### config.mk
export PLATFORM = sky130hd
export DESIGN_NAME = pwm_switching_frequency_duty_limit
export DESIGN_NICKNAME = d
export VERILOG_FILES = /design/src/core/pwm_freq_pkg.sv /design/src/core/pwm_phase_driver.sv /design/src/core/pwm_switching_frequency_duty_limit.sv
export SDC_FILE = /design/constraint.sdc
export NUM_CORES = 1
export LEC_CHECK = 0
export CAP_MARGIN = 25
export CORE_MARGIN = 3
export CORE_UTILIZATION = 30
export DETAILED_ROUTE_END_ITERATION = 10
export DONT_BUFFER_PORTS = 1
export PLACE_DENSITY = 0.45
export SYNTH_ARGS = -nofsm -noshare
export SYNTH_HDL_FRONTEND = slang
export SYNTH_SLANG_ARGS = --single-unit
export TNS_END_PERCENT = 10
### constraint.sdc
create_clock -name pclk -period 32.9 [get_ports pclk]
set_clock_uncertainty 0.2 [all_clocks]
set_input_delay 3.29 -clock pclk [delete_from_list [all_inputs] [get_ports pclk]]
set_output_delay 3.29 -clock pclk [all_outputs]
set_load 0.02 [all_outputs]
### src/core/pwm_freq_pkg.sv
// Shared constants and carrier types for the PWM switching-frequency block.
// Assumes a single 100 MHz pclk domain and an APB register slave.
package pwm_freq_pkg;

  // ----------------------------------------------------------------------
  // Register map and fields
  // ----------------------------------------------------------------------
  localparam int NUM_CH = 4;
  localparam logic [7:0] ADDR_SW_FREQ = 8'h00;
  localparam logic [7:0] ADDR_CTRL = 8'h04;
  localparam logic [7:0] ADDR_STATUS = 8'h08;
  localparam logic [7:0] ADDR_DUTY_BASE = 8'h10;
  localparam logic [7:0] ADDR_CEIL_BASE = 8'h20;
  localparam int OSC_LSB = 4;
  localparam int DIV_LSB = 0;
  localparam logic [7:0] SW_FREQ_RESET = 8'h01;
  localparam logic [7:0] DUTY_RESET = 8'h00;
  localparam logic [7:0] CEIL_RESET = 8'h00;

  // ----------------------------------------------------------------------
  // Oscillator synthesis and timing
  // ----------------------------------------------------------------------
  // Oscillator rate is (15 - code) * 3.2 MHz; against 100 MHz that is an
  // accumulator step of 4 * (15 - code) out of a modulus of 125.
  localparam logic [7:0] OSC_MOD = 8'h7D;
  localparam logic [3:0] OSC_STEP_BASE = 4'hF;
  localparam logic [7:0] PERIOD_UNIT = 8'h10;
  localparam logic [7:0] SAMPLE_TICKS = 8'h10;
  localparam int CLK_PERIOD_NS = 10;
  localparam int MIN_ON_NS = 40;
  localparam int MIN_ON_CYC = (MIN_ON_NS + CLK_PERIOD_NS - 1) / CLK_PERIOD_NS;
  localparam logic [7:0] PCT_FULL = 8'h64;

  // Highest usable duty per divider code, in percent.
  function automatic logic [7:0] max_duty_pct(input logic [2:0] div);
    case (div)
      3'h1: max_duty_pct = 8'h2F;
      3'h2: max_duty_pct = 8'h40;
      3'h3: max_duty_pct = 8'h48;
      3'h4: max_duty_pct = 8'h4D;
      3'h5: max_duty_pct = 8'h50;
      3'h6: max_duty_pct = 8'h53;
      3'h7: max_duty_pct = 8'h55;
      default: max_duty_pct = 8'h00;
    endcase
  endfunction

  typedef struct packed {
    logic tick;
    logic start;
    logic [6:0] cnt;
  } timebase_t;

endpackage

### src/core/pwm_phase_driver.sv
// One PWM channel: compares the shared period count with its on-time and
// drives complementary high and low side gate commands.
// Assumes the timebase and on-time come from the same pclk domain.
module pwm_phase_driver
  import pwm_freq_pkg::*;
(
  input wire logic pclk,
  input wire logic presetn,
  input wire logic run,
  input wire timebase_t tb,
  input wire logic [7:0] on_ticks,
  output logic high_side,
  output logic low_side
);

  typedef struct packed {
    logic high;
    logic low;
    logic [2:0] hold;
    logic [7:0] on_latch;
  } drv_state_t;

  drv_state_t s;
  drv_state_t next_s;
  logic [7:0] on_sel;
  logic want;

  always_comb begin
    next_s = s;
    on_sel = tb.start ? on_ticks : s.on_latch;
    want = ({1'b0, tb.cnt} < on_sel);
    if (!run) begin
      next_s.high = 1'b0;
      next_s.low = 1'b0;
      next_s.hold = 3'h0;
      next_s.on_latch = 8'h00;
    end else begin
      if (tb.start) begin
        next_s.on_latch = on_ticks;
      end
      // A pulse once started is held for the full minimum on-time, even if
      // the compare has already dropped, so short duties never produce runts.
      if (s.high && (s.hold < 3'(MIN_ON_CYC - 1))) begin
        next_s.high = 1'b1;
        next_s.hold = s.hold + 3'h1;
      end else begin
        next_s.high = want;
        if (!s.high && want) begin
          next_s.hold = 3'h0;
        end
      end
      next_s.low = !next_s.high;
    end
  end

  always_ff @(posedge pclk or negedge presetn) begin
    if (!presetn) begin
      s <= '0;
    end else begin
      s <= next_s;
    end
  end

  assign high_side = s.high;
  assign low_side = s.low;

  AST_MIN_ON: assert property (@(posedge pclk) disable iff (!presetn)
    $rose(s.high) |-> s.high [*4])
    else $error("High side pulse shorter than the minimum on-time.");

  AST_NO_SHOOT: assert property (@(posedge pclk) disable iff (!presetn)
    !(s.high && s.low))
    else $error("High and low side driven together.");

endmodule

### src/core/pwm_switching_frequency_duty_limit.sv
// Switching-frequency timebase, duty clamping and APB registers for four
// buck PWM channels.
// Assumes an APB master on pclk/presetn and external gate drivers that
// treat high_side and low_side as active-high switch commands.
//
// The implementer's own choices: the APB register port and the register addresses.
import pwm_freq_pkg::*;

// How it works
// - Bits [6:4] of the frequency register pick one of eight oscillator rates from 48 MHz at 000 down in equal steps to 25.6 MHz at 111.
// - Bits [2:0] of the frequency register pick the divider, and divider code 000 is invalid.
// - The switching frequency follows from both codes, from 1.5 MHz at 000/001 down to 300 kHz, and settings below that are refused.
// - Every high side pulse that starts lasts at least 40 ns unless its channel is disabled or its setting turns invalid mid-pulse.
// - Each period but the first after a frequency write leaves the low side on for at least sixteen oscillator cycles so current can be sampled.
// - A channel whose duty reaches its programmed ceiling is clamped there.
// - The usable duty is capped per divider code, from 47 percent at 001 to 85 percent at 111.
module pwm_switching_frequency_duty_limit
  import pwm_freq_pkg::*;
(
  input wire logic pclk,
  input wire logic presetn,
  input wire logic psel,
  input wire logic penable,
  input wire logic pwrite,
  input wire logic [7:0] paddr,
  input wire logic [31:0] pwdata,
  output logic [31:0] prdata,
  output logic pready,
  output logic pslverr,
  output logic [NUM_CH-1:0] high_side,
  output logic [NUM_CH-1:0] low_side
);

  // ----------------------------------------------------------------------
  // State
  // ----------------------------------------------------------------------
  typedef struct packed {
    logic [7:0] sw_freq;
    logic [NUM_CH-1:0] enable;
    logic [NUM_CH-1:0][7:0] duty;
    logic [NUM_CH-1:0][7:0] ceiling;
    logic [7:0] acc;
    timebase_t tb;
    logic [31:0] rdata;
    logic err;
  } core_state_t;

  core_state_t s;
  core_state_t next_s;

  logic [2:0] osc_code;
  logic [2:0] div_code;
  logic [7:0] osc_step;
  logic [7:0] acc_sum;
  logic [7:0] period;
  logic [7:0] pct_cap;
  logic cfg_valid;
  logic [NUM_CH-1:0] run;
  logic [NUM_CH-1:0] clamped;
  logic [NUM_CH-1:0][7:0] on_ticks;
  logic [NUM_CH-1:0][7:0] max_on;
  logic [NUM_CH-1:0][7:0] on_req;
  logic wr_en;
  logic setup;
  logic [7:0] idx_off;

  // ----------------------------------------------------------------------
  // Frequency decode and duty limits
  // ----------------------------------------------------------------------
  always_comb begin
    osc_code = s.sw_freq[OSC_LSB +: 3];
    div_code = s.sw_freq[DIV_LSB +: 3];
    osc_step = {2'b00, (OSC_STEP_BASE - {1'b0, osc_code}), 2'b00};
    acc_sum = s.acc + osc_step;
    period = PERIOD_UNIT * ({5'h00, div_code} + 8'h01);
    pct_cap = max_duty_pct(div_code);
    // Fosc >= 16 * (div + 1) * 300 kHz, written in 1.6 MHz units.
    cfg_valid = (div_code != 3'h0) &&
      ({1'b0, OSC_STEP_BASE - {1'b0, osc_code}, 1'b0} >=
       5'(3 * ({2'b00, div_code} + 5'h01)));
    for (int ch = 0; ch < NUM_CH; ch++) begin
      run[ch] = s.enable[ch] && cfg_valid;
      max_on[ch] = 8'((16'(period) * 16'(pct_cap)) / 16'(PCT_FULL));
      // Duty codes are fractions of 256; the ceiling wins over the command.
      on_req[ch] = 8'((16'(period) * 16'((s.duty[ch] > s.ceiling[ch]) ?
        s.ceiling[ch] : s.duty[ch])) >> 8);
      on_ticks[ch] = (on_req[ch] > max_on[ch]) ? max_on[ch] : on_req[ch];
      clamped[ch] = run[ch] && ((s.duty[ch] > s.ceiling[ch]) ||
        (on_req[ch] > max_on[ch]));
    end
  end

  // ----------------------------------------------------------------------
  // Timebase and APB slave
  // ----------------------------------------------------------------------
  assign setup = psel && !penable;
  assign wr_en = psel && penable && pwrite;
  assign idx_off = {4'h0, paddr[3:0]};

  always_comb begin
    next_s = s;
    next_s.tb.tick = 1'b0;
    next_s.tb.start = 1'b0;
    if (!cfg_valid) begin
      next_s.acc = 8'h00;
      next_s.tb.cnt = 7'h00;
    end else begin
      if (acc_sum >= OSC_MOD) begin
        next_s.acc = acc_sum - OSC_MOD;
        next_s.tb.tick = 1'b1;
        if ({1'b0, s.tb.cnt} == period - 8'h01) begin
          next_s.tb.cnt = 7'h00;
          next_s.tb.start = 1'b1;
        end else begin
          next_s.tb.cnt = s.tb.cnt + 7'h01;
        end
      end else begin
        next_s.acc = acc_sum;
      end
    end
    // Read data is captured in the setup cycle so it is stable in access.
    if (setup) begin
      next_s.err = 1'b0;
      next_s.rdata = 32'h0000_0000;
      if (paddr == ADDR_SW_FREQ) begin
        next_s.rdata = {24'h00_0000, s.sw_freq};
      end else if (paddr == ADDR_CTRL) begin
        next_s.rdata = {28'h000_0000, s.enable};
      end else if (paddr == ADDR_STATUS) begin
        next_s.rdata = {20'h0_0000, clamped, high_side, 3'h0, cfg_valid};
      end else if ((paddr[7:4] == ADDR_DUTY_BASE[7:4]) && (paddr[1:0] == 2'h0)
          && ({1'b0, idx_off[3:2]} < 3'(NUM_CH))) begin
        next_s.rdata = {24'h00_0000, s.duty[idx_off[3:2]]};
      end else if ((paddr[7:4] == ADDR_CEIL_BASE[7:4]) && (paddr[1:0] == 2'h0)
          && ({1'b0, idx_off[3:2]} < 3'(NUM_CH))) begin
        next_s.rdata = {24'h00_0000, s.ceiling[idx_off[3:2]]};
      end else begin
        next_s.err = 1'b1;
      end
    end
    if (wr_en && !s.err) begin
      if (paddr == ADDR_SW_FREQ) begin
        next_s.sw_freq = {1'b0, pwdata[6:4], 1'b0, pwdata[2:0]};
        // A new setting restarts the period so no stretched cycle appears.
        next_s.acc = 8'h00;
        next_s.tb.cnt = 7'h00;
        next_s.tb.tick = 1'b0;
        next_s.tb.start = 1'b0;
      end else if (paddr == ADDR_CTRL) begin
        next_s.enable = pwdata[NUM_CH-1:0];
      end else if (paddr[7:4] == ADDR_DUTY_BASE[7:4]) begin
        next_s.duty[idx_off[3:2]] = pwdata[7:0];
      end else if (paddr[7:4] == ADDR_CEIL_BASE[7:4]) begin
        next_s.ceiling[idx_off[3:2]] = pwdata[7:0];
      end
    end
  end

  always_ff @(posedge pclk or negedge presetn) begin
    if (!presetn) begin
      s <= '0;
      s.sw_freq <= SW_FREQ_RESET;
      s.duty <= {NUM_CH{DUTY_RESET}};
      s.ceiling <= {NUM_CH{CEIL_RESET}};
    end else begin
      s <= next_s;
    end
  end

  assign pready = 1'b1;
  assign prdata = s.rdata;
  assign pslverr = psel && penable && s.err;

  // ----------------------------------------------------------------------
  // Channels
  // ----------------------------------------------------------------------
  for (genvar ch = 0; ch < NUM_CH; ch++) begin : g_ch
    pwm_phase_driver u_drv (
      .pclk(pclk),
      .presetn(presetn),
      .run(run[ch]),
      .tb(s.tb),
      .on_ticks(on_ticks[ch]),
      .high_side(high_side[ch]),
      .low_side(low_side[ch])
    );
  end

  // ----------------------------------------------------------------------
  // Assertions
  // ----------------------------------------------------------------------
  AST_ACC_RANGE: assert property (@(posedge pclk) disable iff (!presetn)
    s.tb.tick |-> ##1 !s.tb.tick || ($past(s.acc) >= 8'h3E))
    else $error("Oscillator ticks arrive faster than 48 MHz allows.");

  AST_DIV_ZERO: assert property (@(posedge pclk) disable iff (!presetn)
    (div_code == 3'h0) |-> !cfg_valid ##1 (high_side == '0) && (low_side == '0))
    else $error("Divider code zero still drives outputs.");

  AST_NA_CFG: assert property (@(posedge pclk) disable iff (!presetn)
    (osc_code == 3'h7 && div_code == 3'h5) |-> !cfg_valid)
    else $error("Setting below 300 kHz accepted.");

  AST_SAMPLE_ROOM: assert property (@(posedge pclk) disable iff (!presetn)
    cfg_valid |-> (on_ticks[0] <= period - SAMPLE_TICKS))
    else $error("On-time leaves under sixteen oscillator cycles for sampling.");

  AST_CEILING: assert property (@(posedge pclk) disable iff (!presetn)
    (s.duty[0] > s.ceiling[0]) |->
      (on_ticks[0] <= 8'((16'(period) * 16'(s.ceiling[0])) >> 8)))
    else $error("Duty ceiling exceeded.");

  AST_DIV_CAP: assert property (@(posedge pclk) disable iff (!presetn)
    (div_code == 3'h1 && s.duty[0] == 8'hFF && s.ceiling[0] == 8'hFF)
      |-> (on_ticks[0] == 8'h0F))
    else $error("Divider one does not cap at 47 percent.");

  AST_PERIOD_WRAP: assert property (@(posedge pclk) disable iff (!presetn)
    s.tb.start |-> (s.tb.cnt == 7'h00) && ($past(s.tb.cnt) == 7'(period - 8'h01)))
    else $error("Period counter wrapped at the wrong count.");

  AST_PERIOD_BOUND: assert property (@(posedge pclk) disable iff (!presetn)
    ({1'b0, s.tb.cnt} < period))
    else $error("Period counter ran past the period length.");

  COV_PULSE: cover property (@(posedge pclk) disable iff (!presetn)
    $rose(high_side[0]));
  COV_CLAMP: cover property (@(posedge pclk) disable iff (!presetn)
    clamped[2]);
  COV_INVALID: cover property (@(posedge pclk) disable iff (!presetn)
    s.enable[0] && !cfg_valid);
  COV_WRAP: cover property (@(posedge pclk) disable iff (!presetn)
    s.tb.start && div_code == 3'h7);

endmodule

==> impl_metrics.yaml, run 1 <==
layout:
  multi_input_area_um2: 11800
  mostFrequentLayoutCell: "nand2_1"
  area_growth_pct: 6.97
  finalNetCount: 2184
  nFillCells: 5802
  layout_common_cells: "nand2_1 (196), ha_1 (192), nor2_1 (190), dfrtp_1 (153), inv_1 (144)"
  diodes: 0
  regArea_um2: 3880
  drive_above_1_share_pct: 10.5
  fin_cells: 2654
sta:
  hold_violations: 0
  rsz0062_at_grt: "false"
  slew_violations: 0
  worstMarginPinSlew_ps: 1060
  fin_setup_tns_ps: 0
  fin_crit_sh_pct: 48.7
  fmax_mhz: 62.4
  maxSlewHeadroom_pct: 29.3
  setup_viol: 0
  period_minus_slack_ps: 16020
drt:
  wl_per_cell_um: 18.5
  drt_iter0_drc: 735
  routed_via_density: 5.21
  vias: 13837
  drcViolationCount: 0
  antenna_left: 0
  drtPass1Iterations: 7
  wl_um: 49200
worst_hold_path:
  worstHoldStart: "s[69]"
  worstHoldPathCells: 1
  hold_end: "s[69]"
  hp-class: "reg2reg"
floorplan:
  fp-row-count: 86
  pin_count: 87
  die_area_um2: 58800
  chipWidth_um: 242
  dieHeight_um: 242
  coreArea_um2: 55200
  start_util_pct: 30.4
synth:
  yosysSeqAreaShare_pct: 23.1
  synthFlopType: "dfrtp_1"
  synth-edff-count: 0
  synth_cell_type_count: 108
  synth_cells: 1948
  syn_avg_cell_area_um2: 8.61
  synth-async-reset-ratio_pct: 100
  syn_area_um2: 16800
  yosysWarnings: 0
  ys_ff_latch: 155
clocking:
  cts.htree.levels: 4
  numCtsBuffers: 17
  ctsResizeCount: 0
  cts_root_buffer: "clkbuf_16"
  hold_buffers: 0
  clkSinkCount: 155
  cts.clk_slew.worst_paths_ps: 70
  cts_tree: "done"
  clk_latency_ps: 450
  cts_max_path_buffers: 2
  cts_setup_buffers: 0
critical_path:
  worst_r2r_endpoint: "g_ch[0].u_drv.s[9]"
  slowest_stage: "nor4b_1"
  crit_start: "div_code[0]"
  crit_top_cell: "nor2_1"
  r2r_start: "div_code[0]"
  cp.arrival_ps: 16130
  critPathCaptureType: "flop"
  startpoint_type: "flop"
  cpPeakStageDelay_ps: 690
  rrSetupSlack_ps: 16880
  worstSetupPathType: "reg2reg"
  crit_fanout: 25
  crit_required_ps: 33010
  r2r_cells: 62
place:
  dp_cells: 2622
  port_buffers: 0
  dpl.hpwl_um: 38400
  gp_congestion: 0.863
power:
  ir_drop_mv: 0.0332
  p_total_uw: 498
  p_leak_uw: 0.00847
  cellPowerDensity_nw_per_um2: 27.7
outcome:
  outcome: "completed"
global_routing:
  grt_pass1_vias: 13972
  grt_pass1_wl_um: 78000
  antenna_found_initial: 0
  globalRouteTotalUtil_pct: 16.7
  grt_overflow_total: 0
  grt_max_degree: 156
job:
  cap_violations: 0
registers in the layout, summed over array words and instances (netlist names):
register,cells
g_ch.u_drv.s,44
prdata,12
g_ch.u_drv.low_side,4
div_code,3
osc_code,3
s,85
g_ch.u_drv.high_side,4
power by group:
group | switching [µW] | total [µW] | internal, µW
registers | 3.03 | 196 | 193
logic | 56.7 | 92.6 | 35.9
clock network | 93.4 | 209 | 115
cell usage after synthesis (6+ instances only):
cell type	n	area, µm²
mux4_2	17	383
nor2_1	190	713
nor4_1	6	37.5
a211oi_1	14	105
nand3b_1	8	60.1
fa_1	54	1080
o21a_1	36	270
nand2b_1	30	188
a21oi_1	99	495
a22o_1	8	70.1
or3_1	10	62.6
o31ai_1	9	67.6
nand3_1	44	220
buf_4	43	323
mux2_2	79	890
a21o_1	20	150
o21ai_0	109	546
or2_2	10	62.6
buf_1	7	26.3
dfrtp_1	154	3850
o21ai_1	12	60.1
mux2i_1	28	280
and2_1	29	181
nor2b_1	27	169
clkbuf_1	56	210
nand2_1	196	736
nand4_1	7	43.8
xor2_1	12	105
ha_1	192	2400
o211ai_1	29	218
inv_1	144	541
a211o_1	8	70.1
xnor2_1	31	272
and3_1	27	169
nor3_1	52	260
a31oi_1	9	56.3
a21boi_0	9	67.6
metal layers:
metal	global-route usage, %	wire length (µm)	vias to the layer above
met5	0	0	-
li1	-	-	6727
met1	21.9	23000	6873
met2	28.8	23800	191
met4	4.92	1010	0
met3	2.16	1380	46
how the worst max path moves through the flow:
| stage | depth (start not counted) | slack, ps | end |
|---|---|---|---|
| 6_report | 62 | 16880 | g_ch[0].u_drv.s[9] |
| 5_1_grt | 62 | 15810 | g_ch[0].u_drv.s[9] |
| 4_1_cts | 62 | 16980 | g_ch[0].u_drv.s[9] |
| 3_5_place_dp | 62 | 17010 | g_ch[0].u_drv.s[9] |
| 3_3_place_gp | 56 | 16880 | g_ch[2].u_drv.s[9] |
| 2_1_floorplan | 61 | 18910 | g_ch[0].u_drv.s[9] |
through the flow:
step	cell area (µm²)	utilization, %	setup WS, ps	hold slack, ps
after floorplan	16800	-	18910	251
after global placement	17300	31.3	16880	304
after detailed placement	17300	31.4	17010	300
after CTS	17900	32.5	16980	329
after global routing	17900	32.5	15810	352
final	17900	32.5	16880	332
logic make-up after synthesis:
kind of cell	synth area share, %
compound gates	18.6
mux	9.51
flops	23.1
other cells	0.0448
xor+xnor	2.44
simple gates	18.5
buf+inv	6.82
fa+ha+maj	21.0
worst max-delay path, delay by kind of cell, from the launching register on:
| family | cells | cell delay [ps] |
|---|---|---|
| compound gates | 29 | 7020 |
| fa+ha+maj | 7 | 2760 |
| buf+inv | 6 | 830 |
| flops | 1 | 530 |
| mux | 5 | 1550 |
| simple gates | 15 | 2930 |
cell type report:
class,count,share of cell area [%]
multi-input cells,1553,65.9
flip-flops and latches,155,21.6
well taps,748,5.22
inverters,149,3.12
clock buffers,18,2.39
clock inverters,14,0.984
repair buffers,17,0.753
Power figures use the tool's default switching activity.
==> run 2, diff against run 1 <==
--- a/config.mk
+++ b/config.mk
@@ -10,7 +10,7 @@
 export CORE_UTILIZATION = 30
 export DETAILED_ROUTE_END_ITERATION = 10
 export DONT_BUFFER_PORTS = 1
-export PLACE_DENSITY = 0.45
+export PLACE_DENSITY = 0.46
 export SYNTH_ARGS = -nofsm -noshare
 export SYNTH_HDL_FRONTEND = slang
 export SYNTH_SLANG_ARGS = --single-unit
==> constraint.sdc (replaced) <==
create_clock -name pclk -period 13.54 [get_ports pclk]
set_clock_uncertainty 0.2 [all_clocks]
set_input_delay 1.354 -clock pclk [delete_from_list [all_inputs] [get_ports pclk]]
set_output_delay 1.354 -clock pclk [all_outputs]
set_load 0.02 [all_outputs]
==> run 2 against run 1 <==
  * Flip-flop and latch count is the same
  * Setup slack lost 16000 ps
  * Sequential share of layout area decreased by 1.1 points
  * Critical path type unchanged
  * Largest power group unchanged
  * Highest routed layer unchanged
==> impl_metrics.yaml, run 2 (synthesized netlist as in run 1, its figures left out) <==
power:
  ir_drop_mv: 0.110
  clockPowerShare_pct: 39.6
  p_total_uw: 1220
  switchingPower_uw: 371
  p_leak_uw: 0.00895
  p_comb_share_pct: 21.2
  pwr-share-seq_pct: 39.2
  p_int_uw: 846
  p_sw_share_pct: 30.5
  cellPowerDensity_nw_per_um2: 64.4
critical_path:
  critPathCaptureType: "flop"
  worstSetupPathType: "reg2reg"
  cp.arrival_ps: 13070
  worst_r2r_endpoint: "g_ch[2].u_drv.low_side"
  cpPeakStageDelay_ps: 570
  crit_buf_inv: 8
  path_delay_family: "compound AO/OA/AOI/OAI gates"
  r2r_cells: 60
  r2r_start: "div_code[0]"
  crit_required_ps: 13680
  slowest_stage: "dfstp_2"
  startpoint_type: "flop"
  rrSetupSlack_ps: 610
  crit_fanout: 14
clocking:
  cts.clk_slew.worst_paths_ps: 70
  clkSinkCount: 155
  clk_latency_ps: 440
  hold_buffers: 0
  numCtsBuffers: 17
  cts_tree: "done"
  cts.htree.levels: 4
  cts_max_path_buffers: 2
  cts_root_buffer: "clkbuf_16"
worst_hold_path:
  hold_end: "g_ch[3].u_drv.s[10]"
  hp-class: "reg2reg"
  worstHoldStart: "g_ch[3].u_drv.s[10]"
  worstHoldPathCells: 2
layout:
  regMostFlops: "s"
  diodes: 0
  mostFrequentLayoutCell: "nand2_1"
  drive_above_1_share_pct: 16.8
  finalNetCount: 2275
  area_growth_pct: 12.7
  largest_reg_flops: 85
  fin_cells: 2745
  final_cell_area_um2: 18900
  layout_common_cells: "nand2_1 (194), nor2_1 (188), ha_1 (188), dfrtp_1 (152), inv_1 (142)"
drt:
  vias: 14152
  drtPass1Iterations: 6
  wl_per_cell_um: 17.9
  wl_um: 49100
  drcViolationCount: 0
  antenna_left: 0
  drt_iter0_drc: 694
  routed_via_density: 5.16
floorplan:
  start_util_pct: 30.4
  coreArea_um2: 55200
  dieHeight_um: 242
  die_area_um2: 58800
  chipWidth_um: 242
  fp-row-count: 86
  pin_count: 87
sta:
  worstMarginPinSlew_ps: 940
  setup_viol: 0
  fmax_mhz: 77.3
  period_minus_slack_ps: 12930
  maxSlewHeadroom_pct: 37.3
  slew_violations: 0
  fin_crit_sh_pct: 95.5
  hold_violations: 0
  worst_slack_ps: 607
place:
  port_buffers: 0
  dpl-instance-area_um2: 18000
  dpl.hpwl_um: 39200
  dp_cells: 2704
  gp_congestion: 0.864
  post-place-ws_ps: 151
job:
  cap_violations: 0
outcome:
  outcome: "completed"
global_routing:
  grt_overflow_total: 0
  globalRouteTotalUtil_pct: 16.8
  grt_pass1_wl_um: 79100
  grt_pass1_vias: 14587
  antenna_found_initial: 1
  grt_max_degree: 156
run 2: worst min-delay path: stages (launching register included):
cell and delay [ps]:
dfrtp_1 380, nand2_1 60, o21ai_1 50
run 2: through the flow:
stage	setup TNS [ps]	utilization, %	hold slack [ps]
after floorplan	0	-	251
after global placement	0	32.5	299
after detailed placement	0	32.6	289
after CTS	0	33.6	317
after global routing	-33.4	34.2	349
final	0	34.2	325
run 2: what timing repair did:
action	in CTS	in global routing
resized for setup	0	65
hold endpoints to repair	0	0
endpoints found under the setup margin	0	20
setup buffers	0	9
run 2: worst max path at each step:
stage,start,end,cells past startpoint
after CTS,div_code[0],g_ch[2].u_drv.low_side,63
after floorplan,div_code[0],g_ch[0].u_drv.s[9],61
after global routing,div_code[0],g_ch[2].u_drv.s[9],61
after global placement,div_code[0],g_ch[2].u_drv.low_side,63
final,div_code[0],g_ch[2].u_drv.low_side,60
after detailed placement,div_code[0],g_ch[2].u_drv.low_side,63
run 2: final cells by class:
cell class | instances | area (µm²)
well taps | 748 | 936
clock buffers | 18 | 439
flip-flops and latches | 155 | 3880
inverters | 149 | 559
fillers | 5761 | 36300
clock inverters | 14 | 149
multi-input cells | 1553 | 12100
repair buffers | 108 | 842
run 2: layer usage:
layer	share of wire (%)	track usage [%]	wire [µm]
met5	0	0	0
met4	2.5	5.02	1210
met3	3.2	2.00	1550
met2	48	29.3	23800
met1	46	21.7	22600
run 2: power by group through the flow:
| stage | sequential, µW | clock [µW] | combinational (µW) |
|---|---|---|---|
| 6_report | 477 | 483 | 258 |
| 3_5_place_dp | 486 | 0 | 246 |
| 5_1_grt | 478 | 513 | 285 |
| 4_1_cts | 477 | 498 | 248 |
| 2_1_floorplan | 483 | 0 | 172 |
| 3_3_place_gp | 486 | 0 | 240 |
==> run 3, diff against run 2 <==
--- a/config.mk
+++ b/config.mk
@@ -6,11 +6,13 @@
 export NUM_CORES = 1
 export LEC_CHECK = 0
 export CAP_MARGIN = 25
+export CELL_PAD_IN_SITES_DETAIL_PLACEMENT = 1
+export CELL_PAD_IN_SITES_GLOBAL_PLACEMENT = 2
 export CORE_MARGIN = 3
 export CORE_UTILIZATION = 30
 export DETAILED_ROUTE_END_ITERATION = 10
 export DONT_BUFFER_PORTS = 1
-export PLACE_DENSITY = 0.46
+export PLACE_DENSITY = 0.66
 export SYNTH_ARGS = -nofsm -noshare
 export SYNTH_HDL_FRONTEND = slang
 export SYNTH_SLANG_ARGS = --single-unit
==> run 3 against run 2 <==
  * Flip-flop and latch count did not move
  * Cell count rose by 0.33%
  * Global-route usage rose by 1.6 points
  * Maximum frequency fell by 0.61%
  * Critical path type unchanged
  * Critical endpoint unchanged
  * Largest cell class unchanged
==> impl_metrics.yaml, run 3 (synthesized netlist as in run 1, its figures left out) <==
sta:
  maxSlewHeadroom_pct: 31.7
  worstMarginPinSlew_ps: 1010
  setup_viol: 0
  slew_violations: 0
  fmax_mhz: 76.8
  hold_violations: 0
  fin_crit_sh_pct: 96.1
  fin_hold_ws_ps: 321
  period_minus_slack_ps: 13010
  rsz0062_at_grt: "true"
clocking:
  cts.clk_slew.worst_paths_ps: 70
  clk_latency_ps: 450
  cts.htree.levels: 4
  numCtsBuffers: 17
  cts_tree: "done"
  cts_max_path_buffers: 2
  cts_root_buffer: "clkbuf_16"
  clkSinkCount: 155
  hold_buffers: 0
global_routing:
  grt_pass1_vias: 15346
  globalRouteTotalUtil_pct: 18.4
  grt_max_degree: 156
  grt_overflow_total: 0
  antenna_found_initial: 0
  grt_pass1_wl_um: 86000
power:
  cellPowerDensity_nw_per_um2: 64.5
  ir_drop_mv: 0.0761
  switchingPower_uw: 379
  p_leak_uw: 0.00900
  clockPowerShare_pct: 39.3
  p_sw_share_pct: 30.8
  p_comb_share_pct: 21.8
  pwr-share-seq_pct: 38.8
  p_int_uw: 851
drt:
  wl_met3_um: 909
  wl_met2_um: 27600
  vias: 14396
  met1_length_um: 24300
  wl_per_cell_um: 19.6
  wl_um: 54000
  drcViolationCount: 0
  drt_iter0_drc: 536
  drtPass1Iterations: 4
  top_layer_used: "met4"
  routed_via_density: 5.23
  antenna_left: 0
critical_path:
  critPathCaptureType: "flop"
  rrSetupSlack_ps: 530
  r2r_cells: 61
  startpoint_type: "flop"
  worst_r2r_endpoint: "g_ch[2].u_drv.low_side"
  cp.arrival_ps: 13150
  crit_top_cell: "ha_1"
  r2r_start: "div_code[0]"
  worstSetupPathType: "reg2reg"
  crit_fanout: 9
  crit_required_ps: 13680
  cpPeakStageDelay_ps: 620
  slowest_stage: "dfstp_2"
floorplan:
  pin_count: 87
  chipWidth_um: 242
  coreArea_um2: 55200
  die_area_um2: 58800
  fp-row-count: 86
  dieHeight_um: 242
  start_util_pct: 30.4
layout:
  mostFrequentLayoutCell: "nand2_1"
  area_growth_pct: 13.8
  largest_reg_flops: 85
  fin_cells: 2754
  layout_common_cells: "nand2_1 (194), ha_1 (186), nor2_1 (185), dfrtp_1 (151), inv_1 (143)"
  finalNetCount: 2284
  diodes: 0
  regMostFlops: "s"
  nFillCells: 6539
  drive_above_1_share_pct: 18.3
place:
  dpl.hpwl_um: 43100
  port_buffers: 0
  gp_congestion: 0.837
  dp_cells: 2700
worst_hold_path:
  hp-class: "reg2reg"
  hold_end: "g_ch[0].u_drv.s[7]"
  worstHoldPathCells: 2
  worstHoldStart: "g_ch[0].u_drv.s[7]"
outcome:
  outcome: "completed"
job:
  cap_violations: 0
[run 3: changes by cell type in the layout (fill, tap and decap cells not counted), moves of 3 or more]
cell	change
o21ai_0	-7
buf_4	+5
o21ai_1	+5
nor3_2	+4
nor2_1	-3
nor2b_1	-3
nor2b_2	+3
nor3_1	-3
[run 3: timing repair]
item / 4_1_cts / 5_1_grt
setup buffers: 0 / 21
hold endpoints to repair: 0 / 0
pin swaps: 0 / 45
endpoints found under the setup margin: 20 / 20
gates resized for setup: 11 / 94
gates cloned: 0 / 1
[run 3: per-layer routing]
metal	GRT usage (%)	vias up
met2	33.5	127
met5	0	-
li1	-	6915
met1	23.1	7305
met3	1.56	49
met4	5.13	0
[run 3: worst max-delay path by stage]
| stage | to | slack, ps | startpoint | cells past startpoint |
|---|---|---|---|---|
| after global placement | g_ch[2].u_drv.low_side | -0.5 | div_code[0] | 62 |
| after CTS | g_ch[0].u_drv.s[9] | -3 | div_code[0] | 58 |
| after floorplan | g_ch[0].u_drv.s[9] | 30 | div_code[0] | 61 |
| after detailed placement | g_ch[2].u_drv.low_side | -240 | div_code[0] | 61 |
| after global routing | g_ch[2].u_drv.low_side | -90 | div_code[0] | 59 |
| final | g_ch[2].u_drv.low_side | 530 | div_code[0] | 61 |
[run 3: cell type report]
cell class	count	area, µm²	area share, %
clock inverter	12	126	0.662
inverter	149	562	2.94
tap	748	936	4.90
timing repair buffer	117	897	4.70
multi-input combinational	1553	12200	64.1
clock buffer	20	457	2.39
sequential	155	3880	20.3
[run 3: stage by stage]
| stage | power [µW] | setup slack [ps] | area [µm²] | util, % | setup TNS (ps) |
|---|---|---|---|---|---|
| CTS | 1230 | -3.29 | 18600 | 33.6 | -4.19 |
| global placement | 728 | -0.508 | 17900 | 32.5 | -0.508 |
| finish | 1230 | 528 | 19100 | 34.6 | 0 |
| global route | 1290 | -87.1 | 19100 | 34.6 | -663 |
| detailed placement | 735 | -236 | 17900 | 32.5 | -3030 |
| floorplan | 655 | 30.3 | 16900 | - | 0 |
[run 3: critical path: cells and delay by family (launching register included)]
| kind | cells | cell delay (ps) |
|---|---|---|
| AO/OA/AOI/OAI | 26 | 5710 |
| adder cells (fa/ha/maj) | 8 | 2480 |
| AND/OR/NAND/NOR | 16 | 2360 |
| buffers and inverters | 8 | 940 |
| flip-flops | 1 | 620 |
| multiplexers | 3 | 570 |
[run 3: power by group through the flow]
stage,registers [µW],logic [µW],clock network [µW]
CTS,478,252,496
global route,479,298,517
finish,478,268,484
global placement,486,242,0
detailed placement,487,249,0
floorplan,483,172,0
